<file path="src/shared/phy_gig_status_regs.vh">
// Register offsets, field positions, reset values of the gigabit status bank.
// Included by the MDIO slave and the register bank; definitions only.
`ifndef PHY_GIG_STATUS_REGS_VH
`define PHY_GIG_STATUS_REGS_VH

// ==========================================================
// Register offsets (5-bit MDIO register address; DIRECT_TOP_ADDR is 16 bits)
`define GIG_LINK_STATUS_ADDR 5'h0A
`define IND_CTRL_ADDR 5'h0D
`define IND_ADDR_DATA_ADDR 5'h0E
`define GIG_ABILITY_ADDR 5'h0F
`define DIRECT_TOP_ADDR 16'h001F

// ==========================================================
// Field positions
`define STS_FAULT_BIT 15
`define STS_MASTER_BIT 14
`define STS_LOCAL_RX_BIT 13
`define STS_REMOTE_RX_BIT 12
`define STS_LP_FD_BIT 11
`define STS_LP_HD_BIT 10
`define CTRL_FUNC_HI 15
`define CTRL_FUNC_LO 14
`define CTRL_DEV_HI 4
`define CTRL_DEV_LO 0

// ==========================================================
// Function codes and target device
`define FUNC_ADDRESS 2'h0
`define FUNC_DATA 2'h1
`define FUNC_DATA_INC_RW 2'h2
`define FUNC_DATA_INC_WR 2'h3
`define TARGET_DEVICE 5'h1F

// ==========================================================
// Reset values and idle count limit
`define CTRL_RESET 16'h0000
`define POINTER_RESET 16'h0000
`define ABILITY_RESET 16'h3000
`define IDLE_COUNT_MAX 8'hFF

// ==========================================================
// MDIO frame timing in management clock enables
`define MDIO_FRAME_BITS 6'h20
`define MDC_DIV 8'h04

`endif

</file>
<file path="src/rtl/mdio_frame_slave.v">
// MDIO clause 22 frame slave: decodes frames, raises read/write strobes.
// Assumes MDC is sampled synchronously to i_clk_sys.
`timescale 1ns/1ps
`include "phy_gig_status_regs.vh"

module mdio_frame_slave (
    input wire i_clk_sys,
    input wire i_sys_rst,
    input wire i_mdc,
    input wire i_mdio_in,
    input wire [4:0] i_phy_addr,
    input wire [15:0] i_rd_data,
    output reg o_mdio_out,
    output reg o_mdio_oe,
    output reg o_rd_stb,
    output reg o_wr_stb,
    output reg [4:0] o_reg_addr,
    output reg [15:0] o_wr_data
);

// ==========================================================
// Frame states
localparam ST_IDLE = 4'b0001;
localparam ST_HEAD = 4'b0010;
localparam ST_READ = 4'b0100;
localparam ST_WRITE = 4'b1000;

reg [3:0] state;
reg mdc_q;
reg [5:0] ones;
reg [5:0] cnt;
reg [13:0] head;
reg [15:0] shift;
reg mine;
wire rise;
wire fall;

assign rise = i_mdc & ~mdc_q;
assign fall = ~i_mdc & mdc_q;

// ==========================================================
// Frame decoder
always @(posedge i_clk_sys or posedge i_sys_rst) begin
    if (i_sys_rst) begin
        state <= ST_IDLE;
        mdc_q <= 1'b0;
        ones <= 6'h00;
        cnt <= 6'h00;
        head <= 14'h0000;
        shift <= 16'h0000;
        mine <= 1'b0;
        o_mdio_out <= 1'b1;
        o_mdio_oe <= 1'b0;
        o_rd_stb <= 1'b0;
        o_wr_stb <= 1'b0;
        o_reg_addr <= 5'h00;
        o_wr_data <= 16'h0000;
    end else begin
        mdc_q <= i_mdc;
        o_rd_stb <= 1'b0;
        o_wr_stb <= 1'b0;
        case (state)
            ST_IDLE: begin
                o_mdio_oe <= 1'b0;
                if (rise) begin
                    // Preamble of 32 ones, then start bit zero
                    if (i_mdio_in) begin
                        if (ones != `MDIO_FRAME_BITS)
                            ones <= ones + 6'h01;
                    end else begin
                        if (ones == `MDIO_FRAME_BITS) begin
                            state <= ST_HEAD;
                            cnt <= 6'h00;
                        end
                        ones <= 6'h00;
                    end
                end
            end
            ST_HEAD: begin
                if (rise) begin
                    head <= {head[12:0], i_mdio_in};
                    cnt <= cnt + 6'h01;
                    // ST low bit, OP(2), PHYAD(5), REGAD(5) = 13 bits
                    if (cnt == 6'h0C) begin
                        o_reg_addr <= {head[3:0], i_mdio_in};
                        mine <= (head[8:4] == i_phy_addr);
                        cnt <= 6'h00;
                        // head[11] is the start bit, op sits in 10:9
                        if (head[10:9] == 2'b10) begin
                            state <= ST_READ;
                            o_rd_stb <= (head[8:4] == i_phy_addr);
                        end else if (head[10:9] == 2'b01)
                            state <= ST_WRITE;
                        else
                            state <= ST_IDLE;
                    end
                end
            end
            ST_READ: begin
                if (o_rd_stb)
                    shift <= i_rd_data;
                if (fall) begin
                    cnt <= cnt + 6'h01;
                    // Turnaround: float first, drive zero second
                    // Frames for another address keep the idle high level
                    if (cnt == 6'h01) begin
                        o_mdio_oe <= mine;
                        o_mdio_out <= ~mine;
                    end else if (cnt >= 6'h02 && cnt <= 6'h11) begin
                        o_mdio_out <= shift[15] | ~mine;
                        shift <= {shift[14:0], 1'b0};
                    end else if (cnt == 6'h12) begin
                        o_mdio_oe <= 1'b0;
                        o_mdio_out <= 1'b1;
                        state <= ST_IDLE;
                    end
                end
            end
            ST_WRITE: begin
                if (rise) begin
                    cnt <= cnt + 6'h01;
                    if (cnt >= 6'h02)
                        shift <= {shift[14:0], i_mdio_in};
                    if (cnt == 6'h11) begin
                        o_wr_data <= {shift[14:0], i_mdio_in};
                        o_wr_stb <= mine;
                        state <= ST_IDLE;
                    end
                end
            end
            default: state <= ST_IDLE;
        endcase
    end
end

endmodule

</file>
<file path="src/rtl/phy_gig_status_indirect_regs.v">
// Gigabit link status, ability and indirect extended-register access bank.
// Assumes MDC/MDIO and all status inputs are synchronous to i_clk_sys;
// the extended register store lives outside, reached by the ext_ ports.
//
// Functional notes
// - Fault bit 15 latches high, clears on read
// - Bit 14 shows master or slave resolution
// - Bits 13/12 show local, remote receiver OK
// - Bits 11/10 show partner full, half duplex
// - Reserved status and ability bits read zero
// - Idle error count in 7:0, cleared by read
// - Extended set reached only via 0x0D/0x0E
// - Function 00: data-port write loads pointer
// - Function 01: access pointed register, pointer holds
// - Function 10: access, then pointer increments always
// - Function 11: increment after writes only
// - Indirect access needs target field 11111
// - Control bits 13:5 ignore writes, read zero
// - 1000BASE-X ability bits 15/14 reset zero
// - 1000BASE-T ability bits 13/12 default one
`timescale 1ns/1ps
`include "phy_gig_status_regs.vh"

module phy_gig_status_indirect_regs (
    input wire i_clk_sys,
    input wire i_sys_rst,
    input wire i_mdc,
    input wire i_mdio_in,
    input wire [4:0] i_phy_addr,
    input wire i_ms_fault_event,
    input wire i_ms_resolved_master,
    input wire i_local_rx_ok,
    input wire i_remote_rx_ok,
    input wire i_lp_1000t_fd,
    input wire i_lp_1000t_hd,
    input wire i_idle_error_event,
    input wire [15:0] i_ext_rd_data,
    output reg o_mdio_out,
    output reg o_mdio_oe,
    output reg o_ext_rd_stb,
    output reg o_ext_wr_stb,
    output reg [15:0] o_ext_addr,
    output reg [15:0] o_ext_wr_data
);

// ==========================================================
// Frame slave
wire rd_stb;
wire wr_stb;
wire [4:0] reg_addr;
wire [15:0] wr_data;
wire frame_out;
wire frame_oe;
reg [15:0] rd_data;

mdio_frame_slave u_frame (
    .i_clk_sys(i_clk_sys),
    .i_sys_rst(i_sys_rst),
    .i_mdc(i_mdc),
    .i_mdio_in(i_mdio_in),
    .i_phy_addr(i_phy_addr),
    .i_rd_data(rd_data),
    .o_mdio_out(frame_out),
    .o_mdio_oe(frame_oe),
    .o_rd_stb(rd_stb),
    .o_wr_stb(wr_stb),
    .o_reg_addr(reg_addr),
    .o_wr_data(wr_data)
);

// ==========================================================
// Decode helpers
function is_addr;
    input [4:0] a;
    input [4:0] b;
    begin
        is_addr = (a == b);
    end
endfunction

function [15:0] bump;
    input [15:0] p;
    begin
        bump = p + 16'h0001;
    end
endfunction

// ==========================================================
// State
reg ms_fault;
reg [7:0] idle_count;
reg [1:0] func_sel;
reg [4:0] target_dev;
reg [15:0] pointer;
wire target_ok;
wire data_rd;
wire data_wr;
wire sts_rd;

// Extended accesses honoured only for the vendor target
assign target_ok = (target_dev == `TARGET_DEVICE);
assign sts_rd = rd_stb & is_addr(reg_addr, `GIG_LINK_STATUS_ADDR);
assign data_rd = rd_stb & is_addr(reg_addr, `IND_ADDR_DATA_ADDR);
assign data_wr = wr_stb & is_addr(reg_addr, `IND_ADDR_DATA_ADDR);

// ==========================================================
// Read mux, combinational so the frame slave samples it same cycle
always @* begin
    rd_data = 16'h0000;
    case (reg_addr)
        `GIG_LINK_STATUS_ADDR: begin
            rd_data[`STS_FAULT_BIT] = ms_fault;
            rd_data[`STS_MASTER_BIT] = i_ms_resolved_master;
            rd_data[`STS_LOCAL_RX_BIT] = i_local_rx_ok;
            rd_data[`STS_REMOTE_RX_BIT] = i_remote_rx_ok;
            rd_data[`STS_LP_FD_BIT] = i_lp_1000t_fd;
            rd_data[`STS_LP_HD_BIT] = i_lp_1000t_hd;
            rd_data[7:0] = idle_count;
        end
        `IND_CTRL_ADDR: begin
            // Bits 13:5 stay zero
            rd_data[`CTRL_FUNC_HI:`CTRL_FUNC_LO] = func_sel;
            rd_data[`CTRL_DEV_HI:`CTRL_DEV_LO] = target_dev;
        end
        `IND_ADDR_DATA_ADDR: begin
            if (func_sel == `FUNC_ADDRESS)
                rd_data = pointer;
            else if (target_ok)
                rd_data = i_ext_rd_data;
            else
                rd_data = 16'h0000;
        end
        `GIG_ABILITY_ADDR: begin
            // Constant ability word, reserved low bits zero
            rd_data = `ABILITY_RESET;
        end
        default: rd_data = 16'h0000;
    endcase
end

// ==========================================================
// Clear-on-read status fields
always @(posedge i_clk_sys or posedge i_sys_rst) begin
    if (i_sys_rst) begin
        ms_fault <= 1'b0;
        idle_count <= 8'h00;
    end else begin
        // Event wins over the read clear so nothing is lost
        if (i_ms_fault_event)
            ms_fault <= 1'b1;
        else if (sts_rd)
            ms_fault <= 1'b0;
        if (sts_rd)
            idle_count <= {7'h00, i_idle_error_event};
        else if (i_idle_error_event && idle_count != `IDLE_COUNT_MAX)
            idle_count <= idle_count + 8'h01; // Saturates, no wrap
    end
end

// ==========================================================
// Control register and pointer
always @(posedge i_clk_sys or posedge i_sys_rst) begin
    if (i_sys_rst) begin
        func_sel <= 2'h0;
        target_dev <= 5'h00;
        pointer <= `POINTER_RESET;
    end else begin
        if (wr_stb && is_addr(reg_addr, `IND_CTRL_ADDR)) begin
            func_sel <= wr_data[`CTRL_FUNC_HI:`CTRL_FUNC_LO];
            target_dev <= wr_data[`CTRL_DEV_HI:`CTRL_DEV_LO];
        end
        if (target_ok) begin
            case (func_sel)
                `FUNC_ADDRESS: begin
                    if (data_wr)
                        pointer <= wr_data;
                end
                `FUNC_DATA: begin
                    pointer <= pointer;
                end
                `FUNC_DATA_INC_RW: begin
                    if (data_wr || data_rd)
                        pointer <= bump(pointer);
                end
                `FUNC_DATA_INC_WR: begin
                    if (data_wr)
                        pointer <= bump(pointer);
                end
                default: pointer <= pointer;
            endcase
        end
    end
end

// ==========================================================
// Extended register strobes and registered outputs
always @(posedge i_clk_sys or posedge i_sys_rst) begin
    if (i_sys_rst) begin
        o_ext_rd_stb <= 1'b0;
        o_ext_wr_stb <= 1'b0;
        o_ext_addr <= 16'h0000;
        o_ext_wr_data <= 16'h0000;
        o_mdio_out <= 1'b1;
        o_mdio_oe <= 1'b0;
    end else begin
        // Pointer is always presented so ext read data is ready
        // when the read frame samples it; controller must set it
        // up first, as the pointer after reset is only zero.
        o_ext_addr <= pointer;
        o_ext_rd_stb <= data_rd & target_ok &
            (func_sel != `FUNC_ADDRESS);
        o_ext_wr_stb <= data_wr & target_ok &
            (func_sel != `FUNC_ADDRESS);
        o_ext_wr_data <= wr_data;
        o_mdio_out <= frame_out;
        o_mdio_oe <= frame_oe;
    end
end

endmodule

</file>
<file path="config.mk">
export PLATFORM = sky130hd
export DESIGN_NAME = phy_gig_status_indirect_regs
export DESIGN_NICKNAME = d
export VERILOG_FILES = /design/src/rtl/mdio_frame_slave.v /design/src/rtl/phy_gig_status_indirect_regs.v
export VERILOG_INCLUDE_DIRS = /design/src /design/src/shared
export SDC_FILE = /design/constraint.sdc
export NUM_CORES = 1
export LEC_CHECK = 0
export BUFFER_PORTS_ARGS = -buffer_cell sky130_fd_sc_hd__buf_4
export CELL_PAD_IN_SITES_DETAIL_PLACEMENT = 0
export CELL_PAD_IN_SITES_GLOBAL_PLACEMENT = 2
export CORE_UTILIZATION = 42
export DETAILED_ROUTE_END_ITERATION = 7
export PLACE_DENSITY = 0.93
export SKIP_LAST_GASP = 1
export SYNTH_ARGS = -nofsm -noshare
export SYNTH_HDL_FRONTEND = slang
export SYNTH_SLANG_ARGS = --single-unit
</file>
<file path="constraint.sdc">
create_clock -name i_clk_sys -period 11.83 [get_ports i_clk_sys]
set_clock_uncertainty 0.1 [all_clocks]
set_input_delay 2.366 -clock i_clk_sys [delete_from_list [all_inputs] [get_ports i_clk_sys]]
set_output_delay 2.366 -clock i_clk_sys [all_outputs]
set_load 0.005 [all_outputs]
</file>
==> results by stage <==
Critical path:
- In this run the critical register-to-register path is launched from u_frame.cnt[1].
- The maximum fanout along the worst path is 21.
- For this run, the slowest stage of the critical path takes 930 ps.
- Data arrives at the worst endpoint at 4350 ps.
- The endpoint identified for the worst register-to-register timing path is u_frame.shift[9].
- Following the worst setup path forward leads to its endpoint at u_frame.shift[9].
- The internal reg-to-reg setup slack is 8730 ps.
- The signal on the critical path passes through buf_4, nand2b_1, o41ai_4, o21ai_2, a221o_1.
- The endpoint kind of the worst setup timing path is a flip-flop.
- The cell type of the slowest stage on the worst timing path is sky130_fd_sc_hd__o41ai_4.
- The worst endpoint required time is 12030 ps.
- The cell count of the worst reg-to-reg path is 7.
- The start-to-end type of the worst setup path is in2reg.
- The start point of the critical path is i_mdc.
- The sort of element at the start of the critical path is a primary input.

Layout:
- The area of all sequential standard cells is 3460 um2.
- The area used by multi-input combinational logic is 2900 um2.
- After routing the design area is 7880 um2.
- The number of nets at the end of the flow is 704.
- The filler cells instantiated in the layout total 1366.
- The area added between synthesis and finish is 19.7%.
- The final design utilization is 51.7%.
- The share of cells above drive strength 1 is 23.3%.
- The count of inserted antenna diode cells is 0.

Power and ir drop:
- Summed over all cells, the static leakage comes to 3.64 nW.
- The ratio of total power to cell area is 142 nW/um2.
- The maximum resistive drop on vdd is 0.0000994 V.

Clocking:
- In this run the number of H-tree levels came out at 4.
- The number of gates resized after cts is 0.
- The tree is rooted in a sky130_fd_sc_hd__clkbuf_16.
- For this design, the CTS-stage hold fixing added 0 buffers.
- CTS saw 138 sinks.
- The number of buffers on the longest clock path is 2.
- TritonCTS built the clock tree.
- For the worst-skew pair, the clock arrives at the later sink with an insertion delay of 420 ps.
- In this run, CTS created clock tree buffers numbering 17.
- The register clock-pin slew on the reported worst setup and hold paths is 60 ps.
- The number of setup buffers added after CTS is 0.

Run:
- Across the run, the number of max-cap violations was 0.

Timing:
- The total count of max-transition violations in the final report is 0.
- Static timing analysis puts the maximum clock frequency at 0.241 GHz.
- The number of hold violations in the final report is 0.
- At the pin with the least slew margin, the transition time is 1040 ps.
- The final-layout setup total negative slack is 0 ps.
- The ratio of final minimum period to clock period is 35.1%.
- The clock period minus worst slack is 4150 ps.
- Setup repair after global routing left no endpoint under its margin.
- The headroom to the max-slew limit is 30.5%.
- The number of failing setup endpoints in the final timing report is 0.

Synth:
- The synthesized design contains 0 enable-type register cells.
- The Yosys warning count is 0.
- Among all flip-flop cells after synthesis, the most frequent one is sky130_fd_sc_hd__dfrtp_1.
- In the synthesized netlist the async set-or-reset flop fraction comes to 100%.
- The post-synthesis sequential area ratio is 52.5%.
- The cell count after synthesis came out at 604.
- The number of nets handed over by synthesis was 646.
- The average footprint of a synthesized cell is 10.9 um2.
- In this run, synthesis produced a sequential element count of 138.
- The synthesized area is 6590 um2.
- The count of different cell masters after synthesis is 74.

Global route:
- The first global-routing pass estimated 25700 um of wire.
- For this run the aggregate overflow at the end of global routing stands at 0.
- The global routing usage on met1 is 27.7%.
- Global routing used 3.73% of the available met3 tracks.
- The overall fraction of global-route tracks in use is 20.7%.
- The number of antenna violations at the first check in global routing is 0.
- The number of global-route vias before repair came to 4847.
- Entering global routing, the biggest net connects 83 pins.
- The met2 usage in global routing is 32.9%.
- The busiest layer in global routing is met2.

Floorplanning:
- In this run the vertical extent of the chip is 127 um.
- The floorplan die width is 127 um.
- The floorplan step defined a die boundary enclosing 16200 um2.
- 68 I/O pins were placed.
- The core outline area is 15300 um2.
- The initial utilization of the core area, before any placement, comes to 43.2%.
- The number of placement rows is 45.

Placement:
- The HPWL reported at the end of detailed placement is 11000 um.
- Once placement finished, the instance area stood at 7250 um2.
- The number of input and output port buffers inserted is 67.
- The global placer's final weighted congestion is 0.846.

Min path:
- In this run the worst hold path is classified as reg2reg.
- The worst hold path was traced through 0 stages.

Route:
- The count of antenna-violating nets left after detailed routing is 0.
- The first detailed-routing pass ran for 6 iterations.
- The routed layout has 5034 vias.
- The detailed router finished its first iteration with 397 violations.
- In the routed design, unresolved DRC markers number 0.
- In the routed layout, each cell is associated on average with a via count of 5.68.
- In the final routed layout, each cell accounts on average for 17.7 um.
- The total length of routed wires is 15600 um.

Outcome:
- The flow ran to the end, and the final reports show no timing, DRC or antenna violations.
[per-stage QoR]
stage / hold slack, ps / setup WS (ps) / power [mW] / std cells
after detailed placement: 265 / 7260 / 0.562 / 854
after global routing: 277 / 7550 / 1.16 / 886
after global placement: 263 / 7330 / 0.559 / 854
after CTS: 273 / 7700 / 1.13 / 886
final: 274 / 7680 / 1.12 / 886
after floorplan: 252 / 5670 / 0.537 / 604
[report_power, final]
group          internal, mW  total, mW  switching, mW  leakage [nW]
logic                0.0215     0.0485         0.0270          1.49
registers             0.485      0.505         0.0199          1.86
clock network         0.360      0.567          0.207         0.297
[cell type report]
class | count | area share [%]
clock buffers | 19 | 5.62
clock inverters | 13 | 2.41
inverters | 24 | 1.21
multi-input cells | 410 | 36.8
flip-flops and latches | 138 | 43.9
well taps | 211 | 3.35
repair buffers | 71 | 6.76
[sequential cells by signal (all words and copies together) (netlist names), 2 cells and up]
signal and flops:
func_sel 2, idle_count 8, o_ext_addr 16, o_ext_wr_data 16
pointer 16, target_dev 5, u_frame.cnt 6, u_frame.head 11
u_frame.o_reg_addr 5, u_frame.o_wr_data 16, u_frame.ones 6, u_frame.shift 16
u_frame.state 4
[routing by layer]
metal	vias to the layer above	routed length [um]
li1	2380	-
met4	0	388
met1	2481	7000
met2	149	7550
met3	24	705
met5	-	0
[cells in the mapped netlist, types with 3 or more instances]
library cell / instances / area share [%]
sky130_fd_sc_hd__dfrtp_1: 135 / 51
sky130_fd_sc_hd__nand2_1: 47 / 2.7
sky130_fd_sc_hd__mux2_2: 36 / 6.2
sky130_fd_sc_hd__nor2_1: 29 / 1.7
sky130_fd_sc_hd__a21oi_1: 26 / 2.0
sky130_fd_sc_hd__nand3_1: 25 / 1.9
sky130_fd_sc_hd__o21ai_0: 25 / 1.9
sky130_fd_sc_hd__inv_1: 24 / 1.4
sky130_fd_sc_hd__clkbuf_1: 18 / 1.0
sky130_fd_sc_hd__nor3_1: 18 / 1.4
sky130_fd_sc_hd__nand4_1: 14 / 1.3
sky130_fd_sc_hd__a221o_1: 13 / 2.0
sky130_fd_sc_hd__a2bb2oi_1: 10 / 1.3
sky130_fd_sc_hd__buf_2: 10 / 0.76
sky130_fd_sc_hd__ha_1: 10 / 1.9
sky130_fd_sc_hd__o22ai_1: 10 / 0.95
sky130_fd_sc_hd__and3_1: 9 / 0.85
sky130_fd_sc_hd__xnor2_1: 9 / 1.2
sky130_fd_sc_hd__a211oi_1: 7 / 0.80
sky130_fd_sc_hd__a222oi_1: 7 / 1.1
sky130_fd_sc_hd__nand2b_1: 7 / 0.66
sky130_fd_sc_hd__nor2b_1: 7 / 0.66
sky130_fd_sc_hd__and4_1: 6 / 0.80
sky130_fd_sc_hd__mux2i_1: 6 / 0.91
sky130_fd_sc_hd__nor4_1: 6 / 0.57
sky130_fd_sc_hd__o2bb2ai_1: 6 / 0.80
sky130_fd_sc_hd__xor2_1: 6 / 0.80
sky130_fd_sc_hd__a31oi_1: 5 / 0.47
sky130_fd_sc_hd__or3_1: 5 / 0.47
sky130_fd_sc_hd__a32oi_1: 4 / 0.53
sky130_fd_sc_hd__and2_1: 4 / 0.38
sky130_fd_sc_hd__a211o_1: 3 / 0.40
sky130_fd_sc_hd__a21o_1: 3 / 0.34
sky130_fd_sc_hd__dfstp_2: 3 / 1.2
sky130_fd_sc_hd__o211ai_1: 3 / 0.34
[kinds of logic after synthesis]
kind of cell / after synthesis / share of synthesized area, %
AO/OA/AOI/OAI: 145 / 16.4
XOR/XNOR: 15 / 1.99
adder cells (fa/ha/maj): 10 / 1.90
buffers and inverters: 56 / 3.50
flip-flops: 138 / 52.5
multiplexers: 42 / 7.07
AND/OR/NAND/NOR: 198 / 16.7
[placed cells by master (no fill, tap or decap), types with 5 or more instances in the layout]
cell,Yosys,routed
sky130_fd_sc_hd__dfrtp_1,135,135
sky130_fd_sc_hd__a221o_1,13,13
sky130_fd_sc_hd__inv_1,24,23
sky130_fd_sc_hd__xnor2_1,9,9
sky130_fd_sc_hd__nor2b_1,7,7
sky130_fd_sc_hd__mux2_2,36,36
sky130_fd_sc_hd__nor4_1,6,6
sky130_fd_sc_hd__and3_1,9,9
sky130_fd_sc_hd__nand3_1,25,25
sky130_fd_sc_hd__buf_4,2,71
sky130_fd_sc_hd__nor2_1,29,29
sky130_fd_sc_hd__a31oi_1,5,5
sky130_fd_sc_hd__a211oi_1,7,7
sky130_fd_sc_hd__xor2_1,6,6
sky130_fd_sc_hd__o2bb2ai_1,6,6
sky130_fd_sc_hd__and4_1,6,6
sky130_fd_sc_hd__nor3_1,18,18
sky130_fd_sc_hd__o22ai_1,10,10
sky130_fd_sc_hd__or3_1,5,5
sky130_fd_sc_hd__clkbuf_16,0,17
sky130_fd_sc_hd__nand2_1,47,47
sky130_fd_sc_hd__o21ai_0,25,25
sky130_fd_sc_hd__nand4_1,14,14
sky130_fd_sc_hd__a2bb2oi_1,10,10
sky130_fd_sc_hd__a222oi_1,7,7
sky130_fd_sc_hd__a21oi_1,26,26
sky130_fd_sc_hd__nand2b_1,7,7
sky130_fd_sc_hd__ha_1,10,10
sky130_fd_sc_hd__mux2i_1,6,6
[worst max-delay path, delay by kind of cell]
family                 cells  cell delay [ps]
buffers and inverters      1              120
and+or+nand+nor            1              220
AOI/OAI and AO/OA          3             1640
[worst min path at each step]
stage / start / endpoint
after floorplan: pointer[10] / o_ext_addr[10]
after global placement: u_frame.o_mdio_out / o_mdio_out
after detailed placement: u_frame.o_mdio_out / o_mdio_out
after CTS: u_frame.o_mdio_out / o_mdio_out
after global routing: u_frame.o_mdio_out / o_mdio_out
final: u_frame.o_mdio_out / o_mdio_out
Power figures use the tool's default switching activity.
